## src/hdl/pressure_sensor_defs.vh

```
`ifndef PRESSURE_SENSOR_DEFS_VH
`define PRESSURE_SENSOR_DEFS_VH
// register addresses
`define ADDR_INTERRUPT_CONFIG 7'h0b
`define ADDR_THRESHOLD_LOW 7'h0c
`define ADDR_THRESHOLD_HIGH 7'h0d
`define ADDR_DEVICE_IDENTITY 7'h0f
`define ADDR_CONTROL_ONE 7'h10
`define ADDR_CONTROL_TWO 7'h11
`define ADDR_CONTROL_THREE 7'h12
`define ADDR_QUEUE_CONFIG 7'h14
`define ADDR_REF_XLOW 7'h15
`define ADDR_REF_LOW 7'h16
`define ADDR_REF_HIGH 7'h17
`define ADDR_OFFSET_LOW 7'h18
`define ADDR_OFFSET_HIGH 7'h19
`define ADDR_RESOLUTION 7'h1a
`define ADDR_INTERRUPT_SOURCE 7'h25
`define ADDR_QUEUE_STATUS 7'h26
`define ADDR_SAMPLE_STATUS 7'h27
`define ADDR_PRESS_XLOW 7'h28
`define ADDR_PRESS_LOW 7'h29
`define ADDR_PRESS_HIGH 7'h2a
`define ADDR_TEMP_LOW 7'h2b
`define ADDR_TEMP_HIGH 7'h2c
`define ADDR_FILTER_RESET 7'h33
// reset values
`define RESET_ZERO 8'h00
`define RESET_CONTROL_TWO 8'h10
// device identity, arbitrary value
`define IDENTITY_VALUE 8'h5a
// interrupt_config fields
`define BIT_AUTO_REF_ENABLE 7
`define BIT_AUTO_REF_CLEAR 6
`define BIT_ZERO_OFFSET_ENABLE 5
`define BIT_ZERO_OFFSET_CLEAR 4
`define BIT_IRQ_GEN_ENABLE 3
`define BIT_LATCH_REQUEST 2
`define BIT_LOW_IRQ_ENABLE 1
`define BIT_HIGH_IRQ_ENABLE 0
// control_two auto increment bit
`define BIT_ADDR_AUTO_INC 4
// interrupt_source fields
`define BIT_SRC_ACTIVE 2
`define BIT_SRC_LOW 1
`define BIT_SRC_HIGH 0
// calibration store
`define CAL_WORDS 8
`define CAL_ADDR_W 3
`endif

```

## src/hdl/calibration_store.v

```verilog
`timescale 1ns/1ps
`include "pressure_sensor_defs.vh"
module calibration_store (
    input wire clock_i,
    input wire write_i,
    input wire [`CAL_ADDR_W-1:0] write_addr_i,
    input wire [7:0] write_data_i,
    input wire [`CAL_ADDR_W-1:0] read_addr_i,
    output reg [7:0] read_data_o
);
    reg [7:0] mem [0:`CAL_WORDS-1];
    always @(posedge clock_i) begin
        if (write_i) begin
            mem[write_addr_i] <= write_data_i;
        end
        read_data_o <= mem[read_addr_i];
    end
endmodule // calibration_store

```

## src/hdl/pressure_sensor_register_map.v

```verilog
//Function
// - each 8-bit register is identified by a 7-bit address
// - factory calibration is loaded from outside through cal_load_i; host leaves it alone
// - bit 7 enables the auto reference pressure function
// - bit 6 resets the auto reference pressure function
// - bit 5 enables the autozero function
// - bit 4 resets the autozero function
// - bit 3 is the overall interrupt generation enable
// - bit 2 latches interrupt requests into interrupt_source
// - bit 1 requests interrupt when pressure falls below threshold
// - bit 0 requests interrupt on pressure high event
// - auto increment bit advances address after each byte of burst
`timescale 1ns/1ps
`include "pressure_sensor_defs.vh"
module pressure_sensor_register_map (
    input wire clock_i,
    input wire srst_i,
    input wire access_start_i,
    input wire [6:0] access_addr_i,
    input wire write_i,
    input wire [7:0] write_data_i,
    input wire read_i,
    input wire sample_valid_i,
    input wire [23:0] pressure_i,
    input wire [15:0] temperature_i,
    input wire [7:0] queue_status_i,
    input wire [7:0] filter_reset_i,
    input wire cal_load_i,
    input wire [`CAL_ADDR_W-1:0] cal_load_addr_i,
    input wire [7:0] cal_load_data_i,
    output reg [7:0] read_data_o,
    output reg read_valid_o,
    output reg interrupt_o,
    output reg auto_ref_active_o,
    output reg zero_offset_active_o,
    output reg [7:0] control_one_o,
    output reg [7:0] control_three_o,
    output reg [7:0] queue_config_o,
    output reg [7:0] resolution_config_o,
    output reg [7:0] calibration_o
);
    //---------------------------------------------------------
    // storage
    //---------------------------------------------------------
    reg [7:0] interrupt_config;
    reg [7:0] pressure_threshold_low;
    reg [7:0] pressure_threshold_high;
    reg [7:0] control_two;
    reg [7:0] reference_pressure_xlow;
    reg [7:0] reference_pressure_low;
    reg [7:0] reference_pressure_high;
    reg [7:0] pressure_offset_low;
    reg [7:0] pressure_offset_high;
    reg [7:0] interrupt_source;
    reg [7:0] sample_status;
    reg [23:0] pressure_out;
    reg [15:0] temperature_out;
    reg [23:0] zero_offset;
    reg [6:0] addr;
    reg [6:0] next_addr;
    reg [7:0] next_read;
    wire [6:0] cur_addr;
    wire [15:0] threshold;
    wire [15:0] press_top;
    wire [15:0] press_diff;
    wire low_event;
    wire high_event;
    wire [7:0] cal_data;
    //---------------------------------------------------------
    // calibration memory
    //---------------------------------------------------------
    // boot reload path
    calibration_store cal_mem (
        .clock_i(clock_i),
        .write_i(cal_load_i),
        .write_addr_i(cal_load_addr_i),
        .write_data_i(cal_load_data_i),
        .read_addr_i(cur_addr[`CAL_ADDR_W-1:0]),
        .read_data_o(cal_data)
    );
    //---------------------------------------------------------
    // address pointer
    //---------------------------------------------------------
    // seven-bit address
    assign cur_addr = access_start_i ? access_addr_i : addr;
    always @* begin
        next_addr = addr;
        if (access_start_i) begin
            next_addr = access_addr_i;
        end
        if ((write_i || read_i) && control_two[`BIT_ADDR_AUTO_INC]) begin
            next_addr = cur_addr + 7'h01;
        end else if (write_i || read_i) begin
            next_addr = cur_addr;
        end
    end
    //---------------------------------------------------------
    // threshold events
    //---------------------------------------------------------
    // threshold high byte first
    assign threshold = {pressure_threshold_high, pressure_threshold_low};
    assign press_top = pressure_i[23:8];
    assign press_diff = press_top - zero_offset[23:8];
    assign low_event = interrupt_config[`BIT_LOW_IRQ_ENABLE] && sample_valid_i &&
        interrupt_config[`BIT_IRQ_GEN_ENABLE] && (press_diff < threshold);
    assign high_event = interrupt_config[`BIT_HIGH_IRQ_ENABLE] && sample_valid_i &&
        interrupt_config[`BIT_IRQ_GEN_ENABLE] && (press_diff > threshold);
    //---------------------------------------------------------
    // read mux
    //---------------------------------------------------------
    always @* begin
        next_read = 8'h00;
        if (cur_addr == `ADDR_INTERRUPT_CONFIG) begin
            next_read = interrupt_config;
        end else if (cur_addr == `ADDR_THRESHOLD_LOW) begin
            next_read = pressure_threshold_low;
        end else if (cur_addr == `ADDR_THRESHOLD_HIGH) begin
            next_read = pressure_threshold_high;
        end else if (cur_addr == `ADDR_DEVICE_IDENTITY) begin
            next_read = `IDENTITY_VALUE;
        end else if (cur_addr == `ADDR_CONTROL_ONE) begin
            next_read = control_one_o;
        end else if (cur_addr == `ADDR_CONTROL_TWO) begin
            next_read = control_two;
        end else if (cur_addr == `ADDR_CONTROL_THREE) begin
            next_read = control_three_o;
        end else if (cur_addr == `ADDR_QUEUE_CONFIG) begin
            next_read = queue_config_o;
        end else if (cur_addr == `ADDR_REF_XLOW) begin
            next_read = reference_pressure_xlow;
        end else if (cur_addr == `ADDR_REF_LOW) begin
            next_read = reference_pressure_low;
        end else if (cur_addr == `ADDR_REF_HIGH) begin
            next_read = reference_pressure_high;
        end else if (cur_addr == `ADDR_OFFSET_LOW) begin
            next_read = pressure_offset_low;
        end else if (cur_addr == `ADDR_OFFSET_HIGH) begin
            next_read = pressure_offset_high;
        end else if (cur_addr == `ADDR_RESOLUTION) begin
            next_read = resolution_config_o;
        end else if (cur_addr == `ADDR_INTERRUPT_SOURCE) begin
            next_read = interrupt_source;
        end else if (cur_addr == `ADDR_QUEUE_STATUS) begin
            next_read = queue_status_i;
        end else if (cur_addr == `ADDR_SAMPLE_STATUS) begin
            next_read = sample_status;
        end else if (cur_addr == `ADDR_PRESS_XLOW) begin
            next_read = pressure_out[7:0];
        end else if (cur_addr == `ADDR_PRESS_LOW) begin
            next_read = pressure_out[15:8];
        end else if (cur_addr == `ADDR_PRESS_HIGH) begin
            next_read = pressure_out[23:16];
        end else if (cur_addr == `ADDR_TEMP_LOW) begin
            next_read = temperature_out[7:0];
        end else if (cur_addr == `ADDR_TEMP_HIGH) begin
            next_read = temperature_out[15:8];
        end else if (cur_addr == `ADDR_FILTER_RESET) begin
            next_read = filter_reset_i;
        end
    end
    //---------------------------------------------------------
    // registers
    //---------------------------------------------------------
    always @(posedge clock_i) begin
        if (srst_i) begin
            interrupt_config <= `RESET_ZERO;
            pressure_threshold_low <= `RESET_ZERO;
            pressure_threshold_high <= `RESET_ZERO;
            control_one_o <= `RESET_ZERO;
            control_two <= `RESET_CONTROL_TWO;
            control_three_o <= `RESET_ZERO;
            queue_config_o <= `RESET_ZERO;
            reference_pressure_xlow <= `RESET_ZERO;
            reference_pressure_low <= `RESET_ZERO;
            reference_pressure_high <= `RESET_ZERO;
            pressure_offset_low <= `RESET_ZERO;
            pressure_offset_high <= `RESET_ZERO;
            resolution_config_o <= `RESET_ZERO;
            interrupt_source <= `RESET_ZERO;
            sample_status <= `RESET_ZERO;
            pressure_out <= 24'h000000;
            temperature_out <= 16'h0000;
            zero_offset <= 24'h000000;
            addr <= 7'h00;
            read_data_o <= 8'h00;
            read_valid_o <= 1'b0;
            interrupt_o <= 1'b0;
            auto_ref_active_o <= 1'b0;
            zero_offset_active_o <= 1'b0;
            calibration_o <= 8'h00;
        end else begin
            addr <= next_addr;
            read_valid_o <= read_i;
            calibration_o <= cal_data;
            if (read_i) begin
                read_data_o <= next_read;
            end
            if (write_i) begin
                if (cur_addr == `ADDR_INTERRUPT_CONFIG) begin
                    interrupt_config <= write_data_i;
                end else if (cur_addr == `ADDR_THRESHOLD_LOW) begin
                    pressure_threshold_low <= write_data_i;
                end else if (cur_addr == `ADDR_THRESHOLD_HIGH) begin
                    pressure_threshold_high <= write_data_i;
                end else if (cur_addr == `ADDR_CONTROL_ONE) begin
                    control_one_o <= write_data_i;
                end else if (cur_addr == `ADDR_CONTROL_TWO) begin
                    control_two <= write_data_i;
                end else if (cur_addr == `ADDR_CONTROL_THREE) begin
                    control_three_o <= write_data_i;
                end else if (cur_addr == `ADDR_QUEUE_CONFIG) begin
                    queue_config_o <= write_data_i;
                end else if (cur_addr == `ADDR_REF_XLOW) begin
                    reference_pressure_xlow <= write_data_i;
                end else if (cur_addr == `ADDR_REF_LOW) begin
                    reference_pressure_low <= write_data_i;
                end else if (cur_addr == `ADDR_REF_HIGH) begin
                    reference_pressure_high <= write_data_i;
                end else if (cur_addr == `ADDR_OFFSET_LOW) begin
                    pressure_offset_low <= write_data_i;
                end else if (cur_addr == `ADDR_OFFSET_HIGH) begin
                    pressure_offset_high <= write_data_i;
                end else if (cur_addr == `ADDR_RESOLUTION) begin
                    resolution_config_o <= write_data_i;
                end
            end
            if (interrupt_config[`BIT_AUTO_REF_CLEAR]) begin
                auto_ref_active_o <= 1'b0;
                interrupt_config[`BIT_AUTO_REF_CLEAR] <= 1'b0;
            end else if (interrupt_config[`BIT_AUTO_REF_ENABLE] && !auto_ref_active_o && sample_valid_i) begin
                auto_ref_active_o <= 1'b1;
                reference_pressure_xlow <= pressure_i[7:0];
                reference_pressure_low <= pressure_i[15:8];
                reference_pressure_high <= pressure_i[23:16];
            end
            if (interrupt_config[`BIT_ZERO_OFFSET_CLEAR]) begin
                zero_offset_active_o <= 1'b0;
                zero_offset <= 24'h000000;
                interrupt_config[`BIT_ZERO_OFFSET_CLEAR] <= 1'b0;
            end else if (interrupt_config[`BIT_ZERO_OFFSET_ENABLE] && !zero_offset_active_o && sample_valid_i) begin
                zero_offset_active_o <= 1'b1;
                zero_offset <= pressure_i;
            end
            if (sample_valid_i) begin
                pressure_out <= pressure_i;
                temperature_out <= temperature_i;
                sample_status <= 8'h03;
            end else if (read_i && cur_addr == `ADDR_PRESS_HIGH) begin
                sample_status[0] <= 1'b0;
            end else if (read_i && cur_addr == `ADDR_TEMP_HIGH) begin
                sample_status[1] <= 1'b0;
            end
            if (interrupt_config[`BIT_LATCH_REQUEST]) begin
                if (low_event || high_event) begin
                    interrupt_source <= {5'b00000, 1'b1,
                        low_event | interrupt_source[`BIT_SRC_LOW],
                        high_event | interrupt_source[`BIT_SRC_HIGH]};
                end else if (read_i && cur_addr == `ADDR_INTERRUPT_SOURCE) begin
                    interrupt_source <= `RESET_ZERO;
                end
            end else if (sample_valid_i) begin
                interrupt_source <= {5'b00000, low_event | high_event, low_event, high_event};
            end
            interrupt_o <= interrupt_config[`BIT_IRQ_GEN_ENABLE] && interrupt_source[`BIT_SRC_ACTIVE];
        end
    end
endmodule // pressure_sensor_register_map

```

## config.mk

```make
export PLATFORM = sky130hd
export DESIGN_NAME = pressure_sensor_register_map
export DESIGN_NICKNAME = d
export VERILOG_FILES = /design/src/hdl/calibration_store.v /design/src/hdl/pressure_sensor_register_map.v
export VERILOG_INCLUDE_DIRS = /design/src /design/src/hdl
export SDC_FILE = /design/constraint.sdc
export NUM_CORES = 1
export LEC_CHECK = 0
export BUFFER_PORTS_ARGS = -buffer_cell sky130_fd_sc_hd__buf_2
export CORE_AREA = 4 4 173 175
export CTS_CLUSTER_DIAMETER = 100
export DETAILED_ROUTE_END_ITERATION = 7
export DIE_AREA = 0 0 177 179
export PLACE_DENSITY = 0.7
export SLEW_MARGIN = 40
export SYNTH_ARGS = -nofsm -noshare
export SYNTH_HDL_FRONTEND = slang
export SYNTH_HIERARCHICAL = 1
export SYNTH_SLANG_ARGS = --single-unit
```

## constraint.sdc

```tcl
create_clock -name clock_i -period 3.99 [get_ports clock_i]
set_clock_uncertainty 0.2 [all_clocks]
set_input_delay 0.798 -clock clock_i [delete_from_list [all_inputs] [get_ports clock_i]]
set_output_delay 0.798 -clock clock_i [all_outputs]
set_load 0.05 [all_outputs]
```

After elaboration in Yosys (flattened, before gate mapping)
Memories as Yosys holds them, arrays and structs flattened. A register that Yosys moved wholly into a read port is not among the register bits. Index checks and enable logic that the tools add are counted.

Add/subtract/negate cells: 2. Magnitude comparators: 2. Reduce and logical (&&, ||, !) cells: 36. Equal/unequal tests: 25. Bitwise gates (word level): 15. Muxes and demuxes: 71.

Operator list (number): two-way mux 8 bit (63); equality test 7 x 5 -> 1 bit (second input constant) (10); equality test 7 x 6 -> 1 bit (second input constant) (9); equality test 7 x 4 -> 1 bit (second input constant) (4); greater-than comparator 16 bit (1); less-than comparator 16 bit (1); subtractor 16 bit (1); logical AND 1 bit (15); two-way mux 7 bit (2); AND reduction 14 bit (1); AND reduction 13 bit (1); NOT 1 bit (12); AND reduction 12 bit (1); AND reduction 8 bit (1); adder 7 x 1 -> 7 bit (second input constant) (1); AND reduction 7 bit (1); AND reduction 2 bit (3); AND reduction 6 bit (1); nonzero test 2 bit (3); two-way mux 1 bit (5); AND reduction 5 bit (1); AND reduction 4 bit (1); OR reduction 2 bit (2); inequality test 3 x 1 -> 1 bit (second input constant) (1); 6 further kinds (10).

Flip-flop bits (word level): 205. Memories kept: 1. Output and inout port bits: 52. Bits in writable memories: 64.

Memory list: cal_mem.mem (depth 8, bits a word 8, rd ports 1, clocked after Yosys merged registers in 1, wr ports 1, RTL line calibration_store.v:11) `` reg [7:0] mem [0:`CAL_WORDS-1]; ``.

Depth between registers and ports, before layout
Gate-level depths: netlist of the first run.

Depth in word-level cells: 25. Mapped depth: 20.

Modules after synthesis
The synthesis of the first run kept the hierarchy.

Modules (own cells, without submodules): pressure_sensor_register_map (area each 10287.4 µm², cells an instance 1284, instances 1); calibration_store (area each 2691.3 µm², cells an instance 114, instances 1).

Worst setup path after synthesis of the first run
Ideal clock, no wire load.

Kind: input-to-reg. Start: in pressure_i[9]. End: reg interrupt_source[1]. Buffers on the path: 0. Stages on the path: 16. Arrival time: 4.043 ns. Path slack: -0.323 ns. Required time: 3.720 ns. Cells stage by stage: ha_1 -> nor2b_1 -> o31ai_1 -> a211o_1 -> a31oi_1 -> and4_1 -> a2111oi_0 -> a21oi_1 -> xnor2_1 -> ha_1 -> nand4_1 -> nor3_1 -> a211oi_1 -> a31o_2 -> a21o_1 -> a21oi_1.

Cells in the longest elaborated chain, start to end: 6.

Ends and longest elaborated chain: from (decl) (RTL line pressure_sensor_register_map.v:24) `input wire [23:0] pressure_i,`; subtractor 16 bit (*) (RTL line pressure_sensor_register_map.v:103) `assign press_diff = press_top - zero_offset[23:8];`; less-than comparator 16 bit / greater-than comparator 16 bit (equally long branches) (RTL line pressure_sensor_register_map.v:105, pressure_sensor_register_map.v:107); logical AND 1 bit, on equally long branches (RTL line pressure_sensor_register_map.v:104, pressure_sensor_register_map.v:106); logical OR 1 bit / OR 1 bit (equally long branches) (RTL line pressure_sensor_register_map.v:254, pressure_sensor_register_map.v:256); inequality test 3 x 1 -> 1 bit (no source line) / two-way mux 8 bit (equally long branches); AND reduction 2 bit (no source line) / two-way mux 8 bit (equally long branches); to (signal assigned) (RTL line pressure_sensor_register_map.v:255) `interrupt_source <= {5'b00000, 1'b1,`; to (signal assigned) (RTL line pressure_sensor_register_map.v:259) `` interrupt_source <= `RESET_ZERO; ``; to (signal assigned) (RTL line pressure_sensor_register_map.v:262) `interrupt_source <= {5'b00000, low_event | high_event, low_event, high_event};`; to (decl) (RTL line pressure_sensor_register_map.v:54) `reg [7:0] interrupt_source;`.

Mark *: on every way between the ends. The rest lies on a longest branch, timed or not. The select of a mux whose other input is x is not followed. A chain may end at the register's enable or synchronous reset.

Final worst setup path of the first run
Start: in pressure_i[8]. End: reg interrupt_source[1].

The elaborated chain is that of the path after synthesis.

==> metrics.md, run 1 <==
| Metric | Value |
|---|---|
| Clock sink total | `264` |
| Final setup vio count | `0` |
| Clock-pin slew on the worst setup and hold paths | `0.06 ns` |
| Die area | `0.03168 mm²` |
| Combinational share of power | `14.1%` |
| Clock latency at the later pin of the worst-skew pair | `0.55 ns` |
| Synth cell types | `83` |
| Lkg Pwr | `6.363 nW` |
| Width of the die | `177 µm` |
| Cell area after synthesis | `0.01298 mm²` |
| Most frequent cells in the layout | `199 x dfxtp_1, 168 x nor2_1, 152 x nand2_1, 138 x buf_2, 124 x a21oi_1` |
| Routed vias/inst | `5.872` |
| Final min period | `3.921 ns` |
| Req. time, crit path | `4.27 ns` |
| DP Area | `0.01452 mm²` |
| Unrepaired setup endpoints after global routing | `yes` |
| Worst setup SP type | `input port` |
| Critical path endpoint category | `register` |
| Count of final hold-check violations | `0` |
| Non-Filler Instances | `1989` |
| FF+latch count, synth | `264` |
| Sequential cell area fraction in the yosys report | `45.66%` |
| Drt wl/cell | `21.46 µm` |
| Area Growth Syn to Fin | `20.38%` |
| CTS H-tree depth | `1` |
| Number of diodes | `0` |
| WL final | `42.68 mm` |
| Clock network fraction of total power | `41.6%` |
| Fraction of registers with async set/reset | `0%` |
| Mapped Nets | `1523` |
| CP Class | `in2reg` |
| First-pass GRT wire length | `64.23 mm` |
| Placed Cells | `1928` |
| Main synth FF type | `dfxtp_1` |
| CTS root buffer | `clkbuf_16` |
| Worst min path class | `reg2reg` |
| Final Util | `54.88%` |
| Final #Nets | `1707` |
| 1st-iter DRT viols | `1071` |
| Initial antenna violation count | `0` |
| Fin. max-slew vios | `0` |
| Vias in the first global route | `11010` |
| CTS tree | `built` |
| Run status | `completed` |
| Num CTS Buffers | `29` |
| Switch share | `26.32%` |
| WP data arrival | `4.20 ns` |
| Total gr overflow | `0` |
| FMAX | `0.2550 GHz` |
| Maximum vdd drop | `0.3234 mV` |
| Total power | `0.006479 W` |
| Fin crit share | `98.28%` |
| Worst hold slack | `0.2409 ns` |
| Total core area | `0.02847 mm²` |
| Vias | `11680` |
| Commonest non-fill, non-tap cell in the layout | `dfxtp_1` |
| PortBufs | `140` |
| Synth Instances | `1398` |
| All-Layer GR Usage | `25.95%` |
| Avg Cell Area, Syn | `9.284 µm²` |
| Share of layout cells above drive strength 1 | `21.68%` |
| Post-DRT Antenna Nets | `0` |
| Rel. slew slack | `42.09%` |
| Yosys warning count | `6` |
| Largest net degree at the start of global routing | `70` |
| IO Pins | `141` |
| Internal Dissipation | `0.004773 W` |
| Post-detail-place hpwl | `31.28 mm` |
| Max FO, Critical Path | `3` |
| CTS hold repair buffers | `0` |
| Die Y | `179 µm` |
| Initial Util | `45.59%` |
| Worst slew pin tran | `0.8654 ns` |
| CTS Buffer Depth | `3` |
| TritonRoute pass-1 iters | `6` |
| Remaining DRCs | `0` |
| Post-route design area | `0.01562 mm²` |
| # rows | `62` |
| Net Switching | `0.001705 W` |
| Max-cap violations | `0` |
| Number of synthesized flops with an enable pin | `64` |
| Sequential Power Share | `44.3%` |
| GPL Wtd Cong | `0.9699` |
| Cell Pwr Density | `414.7 mW/mm²` |
-- registers in the layout, summed over array words and instances (netlist names), 8 cells and up --
signal                   flops
queue_config_o               8
read_data_o                  8
control_one_o                8
control_two                  8
temperature_out             16
control_three_o              8
cal_mem/read_data_o          8
pressure_offset_low          8
pressure_offset_high         8
pressure_threshold_high      8
calibration_o                8
reference_pressure_low       8
zero_offset                 16
pressure_threshold_low       8
reference_pressure_xlow      8
pressure_out                24
cal_mem/mem                 64
interrupt_config             8
reference_pressure_high      8
resolution_config_o          8
-- cells by family after synthesis --
logic type	count (synthesis)	share of synthesized area (%)
and+or+nand+nor	495	17.45
xor gates and xnor gates	18	1.215
AOI/OAI and AO/OA	330	16.17
buffers and inverters	129	4.165
muxes	126	11.82
DFF	264	45.66
adders and majority gates	36	3.528
-- worst max-delay path: stages --
cell,delay [ns]
buf_8,0.10
inv_4,0.04
ha_4,0.12
inv_2,0.04
fa_2,0.39
a21o_1,0.19
a21oi_2,0.20
o21ai_2,0.13
a31oi_2,0.24
a21oi_2,0.09
a21o_1,0.17
a21oi_2,0.13
xnor2_1,0.08
ha_1,0.31
nand4_1,0.17
nor3_4,0.26
o211ai_1,0.14
a31o_2,0.27
a21o_1,0.19
a21oi_2,0.11
-- layout make-up --
type,count,area (µm²)
fillers,2621,12850
multi-input cells,1005,6623
flip-flops and latches,264,5927
repair buffers,239,1469
clock buffers,38,800.8
well taps,384,480.5
inverters,43,163.9
clock inverters,16,160.2
-- power groups by stage --
stage          clock (W)  combinational [W]  sequential, W
3_5_place_dp           0           0.000882        0.00292
5_1_grt          0.00286           0.000975        0.00287
4_1_cts          0.00273           0.000888        0.00287
6_report         0.00270           0.000915        0.00287
2_1_floorplan          0           0.000491        0.00297
3_3_place_gp           0           0.000875        0.00292
-- per-layer routing --
metal	vias to the layer above	global-route usage [%]	share of wire, %
li1	5432	-	-
met1	5574	34.29	41
met2	552	41.94	46
met3	121	4.513	8.4
met4	0	11.61	5.2
met5	-	0	0
-- worst paths after layout --
kind | from | to | slack, ns | cells after the start
setup / recovery | pressure_i[8] | interrupt_source[1] | 0.07 | 20
hold / removal | cal_mem/read_data_o[1] | calibration_o[1] | 0.24 | 1
setup reg to reg | zero_offset[8] | interrupt_source[1] | 0.10 | 18
hold reg to reg | cal_mem/read_data_o[1] | calibration_o[1] | 0.24 | 1
-- cell usage after synthesis (5+ instances only) --
| cell | number | area (µm²) |
|---|---|---|
| xor2_1 | 6 | 52.55 |
| or2_2 | 5 | 31.28 |
| mux4_1 | 15 | 394.1 |
| a221oi_1 | 7 | 61.31 |
| mux2_2 | 10 | 112.6 |
| a21oi_1 | 129 | 645.6 |
| nor3_1 | 20 | 100.1 |
| a21o_1 | 8 | 60.06 |
| o21a_1 | 9 | 67.56 |
| a32oi_1 | 6 | 52.55 |
| a211oi_1 | 30 | 225.2 |
| xnor2_1 | 12 | 105.1 |
| nor2_1 | 172 | 645.6 |
| dfxtp_1 | 200 | 4004 |
| a22oi_1 | 11 | 82.58 |
| inv_1 | 42 | 157.7 |
| nand2_1 | 152 | 570.6 |
| a2bb2oi_1 | 6 | 52.55 |
| o211ai_1 | 5 | 37.54 |
| nand4_1 | 7 | 43.79 |
| buf_1 | 7 | 26.28 |
| a31oi_1 | 10 | 62.56 |
| o221ai_1 | 5 | 43.79 |
| nand2b_1 | 10 | 62.56 |
| ha_1 | 35 | 437.9 |
| nand3_1 | 66 | 330.3 |
| o21ai_0 | 51 | 255.2 |
| mux2i_1 | 99 | 991.0 |
| o22ai_1 | 10 | 62.56 |
| and3_1 | 12 | 75.07 |
| nor2b_1 | 13 | 81.33 |
| clkbuf_1 | 66 | 247.7 |
| edfxtp_1 | 64 | 1922 |
| buf_2 | 8 | 40.04 |
| and2_1 | 6 | 37.54 |
-- metrics by stage --
stage / setup slack [ns] / TNS [ns]
after detailed placement: -0.5867 / -1.592
after CTS: 0.006041 / 0
after floorplan: -0.03180 / -0.06107
after global placement: -0.4159 / -1.207
after global routing: -0.07150 / -0.1435
final: 0.06865 / 0
-- repair_timing --
action                                 in CTS  in global routing
gates resized for setup                     1                 23
setup endpoints to repair                   1                  3
setup buffers                               0                  7
pin swaps                                   0                 22
endpoints found under the hold margin       0                  0
Power figures use the tool's default switching activity.
==> inputs of run 2 (changes only) <==
CTS_BUF_LIST = sky130_fd_sc_hd__clkbuf_16   (was unset)
REMOVE_ABC_BUFFERS = 1   (was unset)
==> run 2 against run 1 <==
Against the previous run: final cell count decreased by 0.40%; global-route usage shrank 0.37 points; critical path type is now reg2reg; via count fell by 0.20%; first-iteration DRC count grew 28%; fmax increased by 0.57%; combinational power is 1% lower; total power is 2.4% lower; hold slack improved by 0.011 ns; die area unchanged; sequential cell count unchanged; sequential power hardly changed; critical endpoint unchanged; register-to-register slack is essentially flat.
==> metrics.md, run 2 (synthesized netlist as in run 1, its figures left out) <==
| Metric | Value |
|---|---|
| Critical path endpoint category | `register (unchanged)` |
| Post-detail-place hpwl | `30.29 mm (was 31.28 mm)` |
| CTS H-tree depth | `1 (unchanged)` |
| IO Pins | `141 (unchanged)` |
| Largest net degree at the start of global routing | `133 (was 70)` |
| Commonest non-fill, non-tap cell in the layout | `dfxtp_1 (unchanged)` |
| Num CTS Buffers | `29 (unchanged)` |
| TritonRoute pass-1 iters | `6 (unchanged)` |
| WL final | `41.89 mm (was 42.68 mm)` |
| Footprint of the multi-input gates | `0.006671 mm² (was 0.006623 mm²)` |
| Width of the die | `177 µm (unchanged)` |
| All-Layer GR Usage | `25.58% (was 25.95%)` |
| Die Y | `179 µm (unchanged)` |
| CTS tree | `built (unchanged)` |
| Final #Nets | `1699 (was 1707)` |
| Final min period | `3.899 ns (was 3.921 ns)` |
| Fillcell total | `2582 (was 2621)` |
| Max FO, Critical Path | `3 (unchanged)` |
| Vias | `11660 (was 11680)` |
| Most frequent cells in the layout | `199 x dfxtp_1, 165 x nor2_1, 152 x nand2_1, 139 x buf_2, 126 x a21oi_1 (was 199 x dfxtp_1, 168 x nor2_1, 152 x nand2_1, 138 x buf_2, 124 x a21oi_1)` |
| Remaining DRCs | `0 (unchanged)` |
| First-pass GRT wire length | `63.17 mm (was 64.23 mm)` |
| Reg with most FFs | `cal_mem/mem (unchanged)` |
| CTS Buffer Depth | `3 (unchanged)` |
| Worst slew pin tran | `0.7632 ns (was 0.8654 ns)` |
| CP Class | `reg2reg (was in2reg)` |
| Setup TNS | `0 ns (unchanged)` |
| Fin crit share | `97.72% (was 98.28%)` |
| Worst setup SP type | `register (was input port)` |
| Die area | `0.03168 mm² (unchanged)` |
| Flip-flop count of the largest register after layout | `64 (unchanged)` |
| Cell Pwr Density | `406.8 mW/mm² (was 414.7 mW/mm²)` |
| Biggest regs | `cal_mem/mem (64), pressure_out (24) (unchanged)` |
| Final setup vio count | `0 (unchanged)` |
| Routed vias/inst | `5.884 (was 5.872)` |
| Req. time, crit path | `4.26 ns (was 4.27 ns)` |
| Share of layout cells above drive strength 1 | `21.12% (was 21.68%)` |
| Run status | `completed (unchanged)` |
| Count of final hold-check violations | `0 (unchanged)` |
| CTS root buffer | `clkbuf_16 (unchanged)` |
| FMAX | `0.2565 GHz (was 0.2550 GHz)` |
| Placed Cells | `1922 (was 1928)` |
| Drt wl/cell | `21.14 µm (was 21.46 µm)` |
| 1st-iter DRT viols | `1369 (was 1071)` |
| Clock sink total | `264 (unchanged)` |
| Rel. slew slack | `48.84% (was 42.09%)` |
| Total gr overflow | `0 (unchanged)` |
| Initial antenna violation count | `2 (was 0)` |
| Total core area | `0.02847 mm² (unchanged)` |
| Non-Filler Instances | `1981 (was 1989)` |
| Vias in the first global route | `10960 (was 11010)` |
| Max-cap violations | `0 (unchanged)` |
| Clock-pin slew on the worst setup and hold paths | `0.06 ns (about the same)` |
| Maximum vdd drop | `0.5795 mV (was 0.3234 mV)` |
| Clock latency at the later pin of the worst-skew pair | `0.55 ns (about the same)` |
| # rows | `62 (unchanged)` |
| PortBufs | `140 (unchanged)` |
| Worst min path class | `reg2reg (unchanged)` |
| Lkg Pwr | `6.317 nW (was 6.363 nW)` |
| WP data arrival | `4.17 ns (was 4.20 ns)` |
| Fin. max-slew vios | `0 (unchanged)` |
| Area occupied by registers | `0.005927 mm² (unchanged)` |
| GPL Wtd Cong | `1.003 (was 0.9699)` |
| Initial Util | `45.59% (unchanged)` |
| Post-DRT Antenna Nets | `0 (unchanged)` |
| Area Growth Syn to Fin | `19.81% (was 20.38%)` |
[run 2: changes by cell type in the layout (fill, tap and decap cells not counted), sizes merged]
cell	before	now
buf	239	231
clkinv	12	13
diode	0	1
inv	43	51
bufinv	3	2
clkbuf	38	29
[run 2: where the power goes]
group          switching (W)  internal (W)  total [W]
registers          0.0000422       0.00283    0.00287
clock network        0.00110       0.00145    0.00255
logic               0.000566      0.000339   0.000905
[run 2: what timing repair did]
item	4_1_cts	5_1_grt
resized for setup	4	24
pin swaps	1	22
setup buffers	0	5
hold buffers	0	0
setup endpoints to repair	3	3
[run 2: metal layers]
| layer | vias to the layer above | part of all wire [%] | track usage, % |
|---|---|---|---|
| li1 | 5419 | - | - |
| met1 | 5565 | 43 | 34.96 |
| met2 | 557 | 45 | 41.35 |
| met3 | 111 | 9.0 | 5.124 |
| met4 | 4 | 3.5 | 7.608 |
| met5 | - | 0.062 | 0 |
[run 2: final cells by class]
type	count	share of cell area (%)
Tap cell	384	3.090
Clock inverter	24	1.094
Multi-Input combinational cell	1005	42.90
Sequential cell	264	38.12
Inverter	43	1.038
Timing Repair Buffer	231	9.076
Clock buffer	29	4.667
Antenna cell	1	0.01609
[run 2: critical path, stage by stage, from the launching register on]
cell	delay [ns]
dfxtp_1	0.34
inv_1	0.05
ha_1	0.30
o21a_1	0.19
o31ai_4	0.09
a211o_1	0.32
a31oi_4	0.22
and4_4	0.25
a2111oi_4	0.05
buf_4	0.15
buf_4	0.12
xnor2_1	0.11
ha_1	0.30
nand4_1	0.15
nor3_2	0.27
o211ai_1	0.16
a31o_2	0.28
a21o_1	0.16
a21oi_1	0.10
[run 2: final timing paths]
kind | cells after the start | startpoint | slack [ns] | endpoint
hold reg to reg | 1 | cal_mem/read_data_o[5] | 0.25 | calibration_o[5]
setup reg to reg | 18 | zero_offset[10] | 0.09 | interrupt_source[1]
setup / recovery | 18 | zero_offset[10] | 0.09 | interrupt_source[1]
hold / removal | 1 | cal_mem/read_data_o[5] | 0.25 | calibration_o[5]
[run 2: stage by stage]
step | area, µm² | util [%] | power (W) | setup WS, ns | hold WS [ns]
final | 15550 | 54.62 | 0.006326 | 0.09101 | 0.2518
after global routing | 15550 | 54.61 | 0.006537 | -0.03139 | 0.2700
after CTS | 15390 | 54.06 | 0.006320 | 0.03056 | 0.2552
after detailed placement | 14480 | 50.86 | 0.003795 | -0.7040 | 0.2365
after global placement | 14470 | 50.81 | 0.003779 | -0.5909 | 0.2176
after floorplan | 12600 | - | 0.003391 | -0.8729 | 0.2138
==> inputs of run 3 (changes only) <==
CORE_AREA = 2 2 171 173   (was 4 4 173 175)
DIE_AREA = 0 0 173 175   (was 0 0 177 179)
REMOVE_ABC_BUFFERS = unset   (was 1)
==> run 3 against run 2 <==
Against the previous run: sequential share of layout area down 0.63 points; critical path type is now in2reg; fmax up 1.4%; sequential cell count unchanged; hold slack worse by 0.0085 ns; combinational power up 3.0%; largest power group unchanged; largest cell class unchanged; clock-buffer cell count down 1; non-clock buffer count up 21; core utilization up 1.1 points.
==> metrics.md, run 3 (synthesized netlist as in run 1, its figures left out) <==
| Metric | Value |
|---|---|
| FMAX | `0.2600 GHz (was 0.2565 GHz)` |
| Clock latency at the later pin of the worst-skew pair | `0.58 ns (was 0.55 ns)` |
| GPL Wtd Cong | `0.9962 (was 1.003)` |
| Clock-pin slew on the worst setup and hold paths | `0.06 ns (about the same)` |
| Net Switching | `0.001738 W (was 0.001709 W)` |
| Most frequent cells in the layout | `198 x dfxtp_1, 168 x nor2_1, 152 x nand2_1, 139 x buf_2, 124 x a21oi_1 (was 199 x dfxtp_1, 165 x nor2_1, 152 x nand2_1, 139 x buf_2, 126 x a21oi_1)` |
| CP Cell Sequence | `buf_2 > inv_2 > ha_4 > inv_2 > fa_2 > a21o_1 > a21oi_2 > o21ai_2 > a31oi_2 > buf_4 > buf_4 > nand2b_1 > xor2_1 > ha_1 > nor2b_2 > o21ai_1 > a21oi_1 > o31ai_2 > nand4_1 > a21o_1 > a21oi_2 (was inv_1 > ha_1 > o21a_1 > o31ai_4 > a211o_1 > a31oi_4 > and4_4 > a2111oi_4 > buf_4 > buf_4 > xnor2_1 > ha_1 > nand4_1 > nor3_2 > o211ai_1 > a31o_2 > a21o_1 > a21oi_1)` |
| WL final | `42.83 mm (was 41.89 mm)` |
| CTS tree | `built (unchanged)` |
| 1st-iter DRT viols | `1025 (was 1369)` |
| Share of layout cells above drive strength 1 | `22.28% (was 21.12%)` |
| Critical path endpoint category | `register (unchanged)` |
| Die Y | `175 µm (was 179 µm)` |
| Vias in the first global route | `11130 (was 10960)` |
| Switch share | `26.10% (was 27.01%)` |
| CTS hold repair buffers | `0 (unchanged)` |
| All-Layer GR Usage | `27.68% (was 25.58%)` |
| Worst setup SP type | `input port (was register)` |
| Worst slew pin tran | `0.8541 ns (was 0.7632 ns)` |
| Rel. slew slack | `42.63% (was 48.84%)` |
| Vias | `11710 (was 11660)` |
| Area Growth Syn to Fin | `21.85% (was 19.81%)` |
| Maximum vdd drop | `0.3246 mV (was 0.5795 mV)` |
| Width of the die | `173 µm (was 177 µm)` |
| Remaining DRCs | `0 (unchanged)` |
| Lkg Pwr | `6.433 nW (was 6.317 nW)` |
| Worst min path class | `reg2reg (unchanged)` |
| Grt met1 use | `36.99% (was 34.96%)` |
| # rows | `62 (unchanged)` |
| Max-cap violations | `0 (unchanged)` |
| Crit path buf inv count | `5 (was 3)` |
| Clock network fraction of total power | `43.0% (was 40.3%)` |
| PortBufs | `140 (unchanged)` |
| Crit-path max cell delay | `0.35 ns (was 0.34 ns)` |
| Fin. max-slew vios | `0 (unchanged)` |
| Final min period | `3.846 ns (was 3.899 ns)` |
| Post-route design area | `0.01581 mm² (was 0.01555 mm²)` |
| IO Pins | `141 (unchanged)` |
| CTS H-tree depth | `1 (unchanged)` |
| TritonRoute pass-1 iters | `5 (was 6)` |
| CTS root buffer | `clkbuf_16 (unchanged)` |
| Top delay family on crit path | `compound AO/OA/AOI/OAI gates (unchanged)` |
| Commonest non-fill, non-tap cell in the layout | `dfxtp_1 (unchanged)` |
| GR Layer Usage met2 | `43.95% (was 41.35%)` |
| Fin crit share | `96.38% (was 97.72%)` |
| CTS Buffer Depth | `3 (unchanged)` |
| Post-detail-place hpwl | `31.06 mm (was 30.29 mm)` |
| M3 GR Usage | `4.069% (was 5.124%)` |
| Number of diodes | `0 (was 1)` |
| Largest net degree at the start of global routing | `118 (was 133)` |
| Reg with most FFs | `cal_mem/mem (unchanged)` |
| Final Util | `55.70% (was 54.62%)` |
| DP Area | `0.01466 mm² (was 0.01448 mm²)` |
| Run status | `completed (unchanged)` |
| Total core area | `0.02839 mm² (was 0.02847 mm²)` |
| Crit path max-delay cell type | `fa_2 (was dfxtp_1)` |
| Final #Nets | `1719 (was 1699)` |
| Cell Pwr Density | `421.1 mW/mm² (was 406.8 mW/mm²)` |
| Initial Util | `45.71% (was 45.59%)` |
| Final setup vio count | `0 (unchanged)` |
| Count of final hold-check violations | `0 (unchanged)` |
| WP data arrival | `4.13 ns (was 4.17 ns)` |
| Flop2flop setup slack | `0.16 ns (was 0.09 ns)` |
| Die area | `0.03028 mm² (was 0.03168 mm²)` |
| Flip-flop count of the largest register after layout | `64 (unchanged)` |
| Biggest regs | `cal_mem/mem (64), pressure_out (24) (unchanged)` |
| Initial antenna violation count | `0 (was 2)` |
| Combinational share of power | `14.0% (was 14.3%)` |
| Sequential Power Share | `43.0% (was 45.4%)` |
| Post-DRT Antenna Nets | `0 (unchanged)` |
| Req. time, crit path | `4.27 ns (was 4.26 ns)` |
| Routed vias/inst | `5.856 (was 5.884)` |
| Num CTS Buffers | `28 (was 29)` |
| Global route hottest layer | `met2 (unchanged)` |
| CP Class | `in2reg (was reg2reg)` |
| First-pass GRT wire length | `65.37 mm (was 63.17 mm)` |
| Internal Dissipation | `0.004922 W (was 0.004618 W)` |
| Max FO, Critical Path | `2 (was 3)` |
| Total gr overflow | `0 (unchanged)` |
| Clock sink total | `264 (unchanged)` |
| Drt wl/cell | `21.41 µm (was 21.14 µm)` |
run 3: path summary, 6_finish.rpt:
check,start,endpoint,depth (start not counted)
worst max-delay path,pressure_i[8],interrupt_source[0],21
worst min-delay path,cal_mem/read_data_o[2],calibration_o[2],1
worst max register to register,zero_offset[8],interrupt_source[0],19
worst min register to register,cal_mem/read_data_o[2],calibration_o[2],1
run 3: layer usage:
metal  wire, µm  up-vias
met1      17660     5560
met3       3493      119
li1           -     5458
met4       2226        0
met2      19450      575
met5          0        -
run 3: area by class of cell:
cell class,count,area (µm²)
sequential,264,5928
tap,384,480.5
clock inverter,24,322.8
inverter,43,161.4
timing repair buffer,252,1588
clock buffer,28,700.7
fill,2593,12580
multi-input combinational,1005,6633
run 3: worst reg2reg max path: stages, from the launching register on:
cell and delay [ns]:
dfxtp_2 0.36, ha_4 0.16, inv_2 0.05, fa_2 0.35
a21o_1 0.19, a21oi_2 0.18, o21ai_2 0.11, a31oi_2 0.25
buf_4 0.14, buf_4 0.09, nand2b_1 0.06, xor2_1 0.15
ha_1 0.30, nor2b_2 0.15, o21ai_1 0.13, a21oi_1 0.09
o31ai_2 0.31, nand4_1 0.17, a21o_1 0.22, a21oi_2 0.11
run 3: timing repair:
item | CTS | global route
setup buffers | 0 | 6
resized for setup | 1 | 24
setup endpoints to repair | 1 | 3
pin swaps | 1 | 31
hold endpoints to repair | 0 | 0
run 3: power by group through the flow:
stage,Clock (W),Combinational [W],Sequential [W]
floorplan,0,0.000491,0.00297
global placement,0,0.000889,0.00292
detailed placement,0,0.000897,0.00292
CTS,0.00289,0.000902,0.00287
global route,0.00300,0.000995,0.00287
finish,0.00286,0.000932,0.00287
run 3: through the flow:
step / worst slack [ns] / std cells / hold WS (ns) / setup TNS, ns / total power, W
floorplan: -0.03180 / 1398 / 0.2138 / -0.06107 / 0.003465
global placement: -0.4408 / 1942 / 0.2227 / -1.178 / 0.003810
detailed placement: -0.5124 / 1942 / 0.2306 / -1.414 / 0.003820
CTS: 0.02056 / 1994 / 0.2447 / 0 / 0.006658
global route: -0.03125 / 2000 / 0.2595 / -0.05541 / 0.006872
finish: 0.1444 / 2000 / 0.2433 / 0 / 0.006660
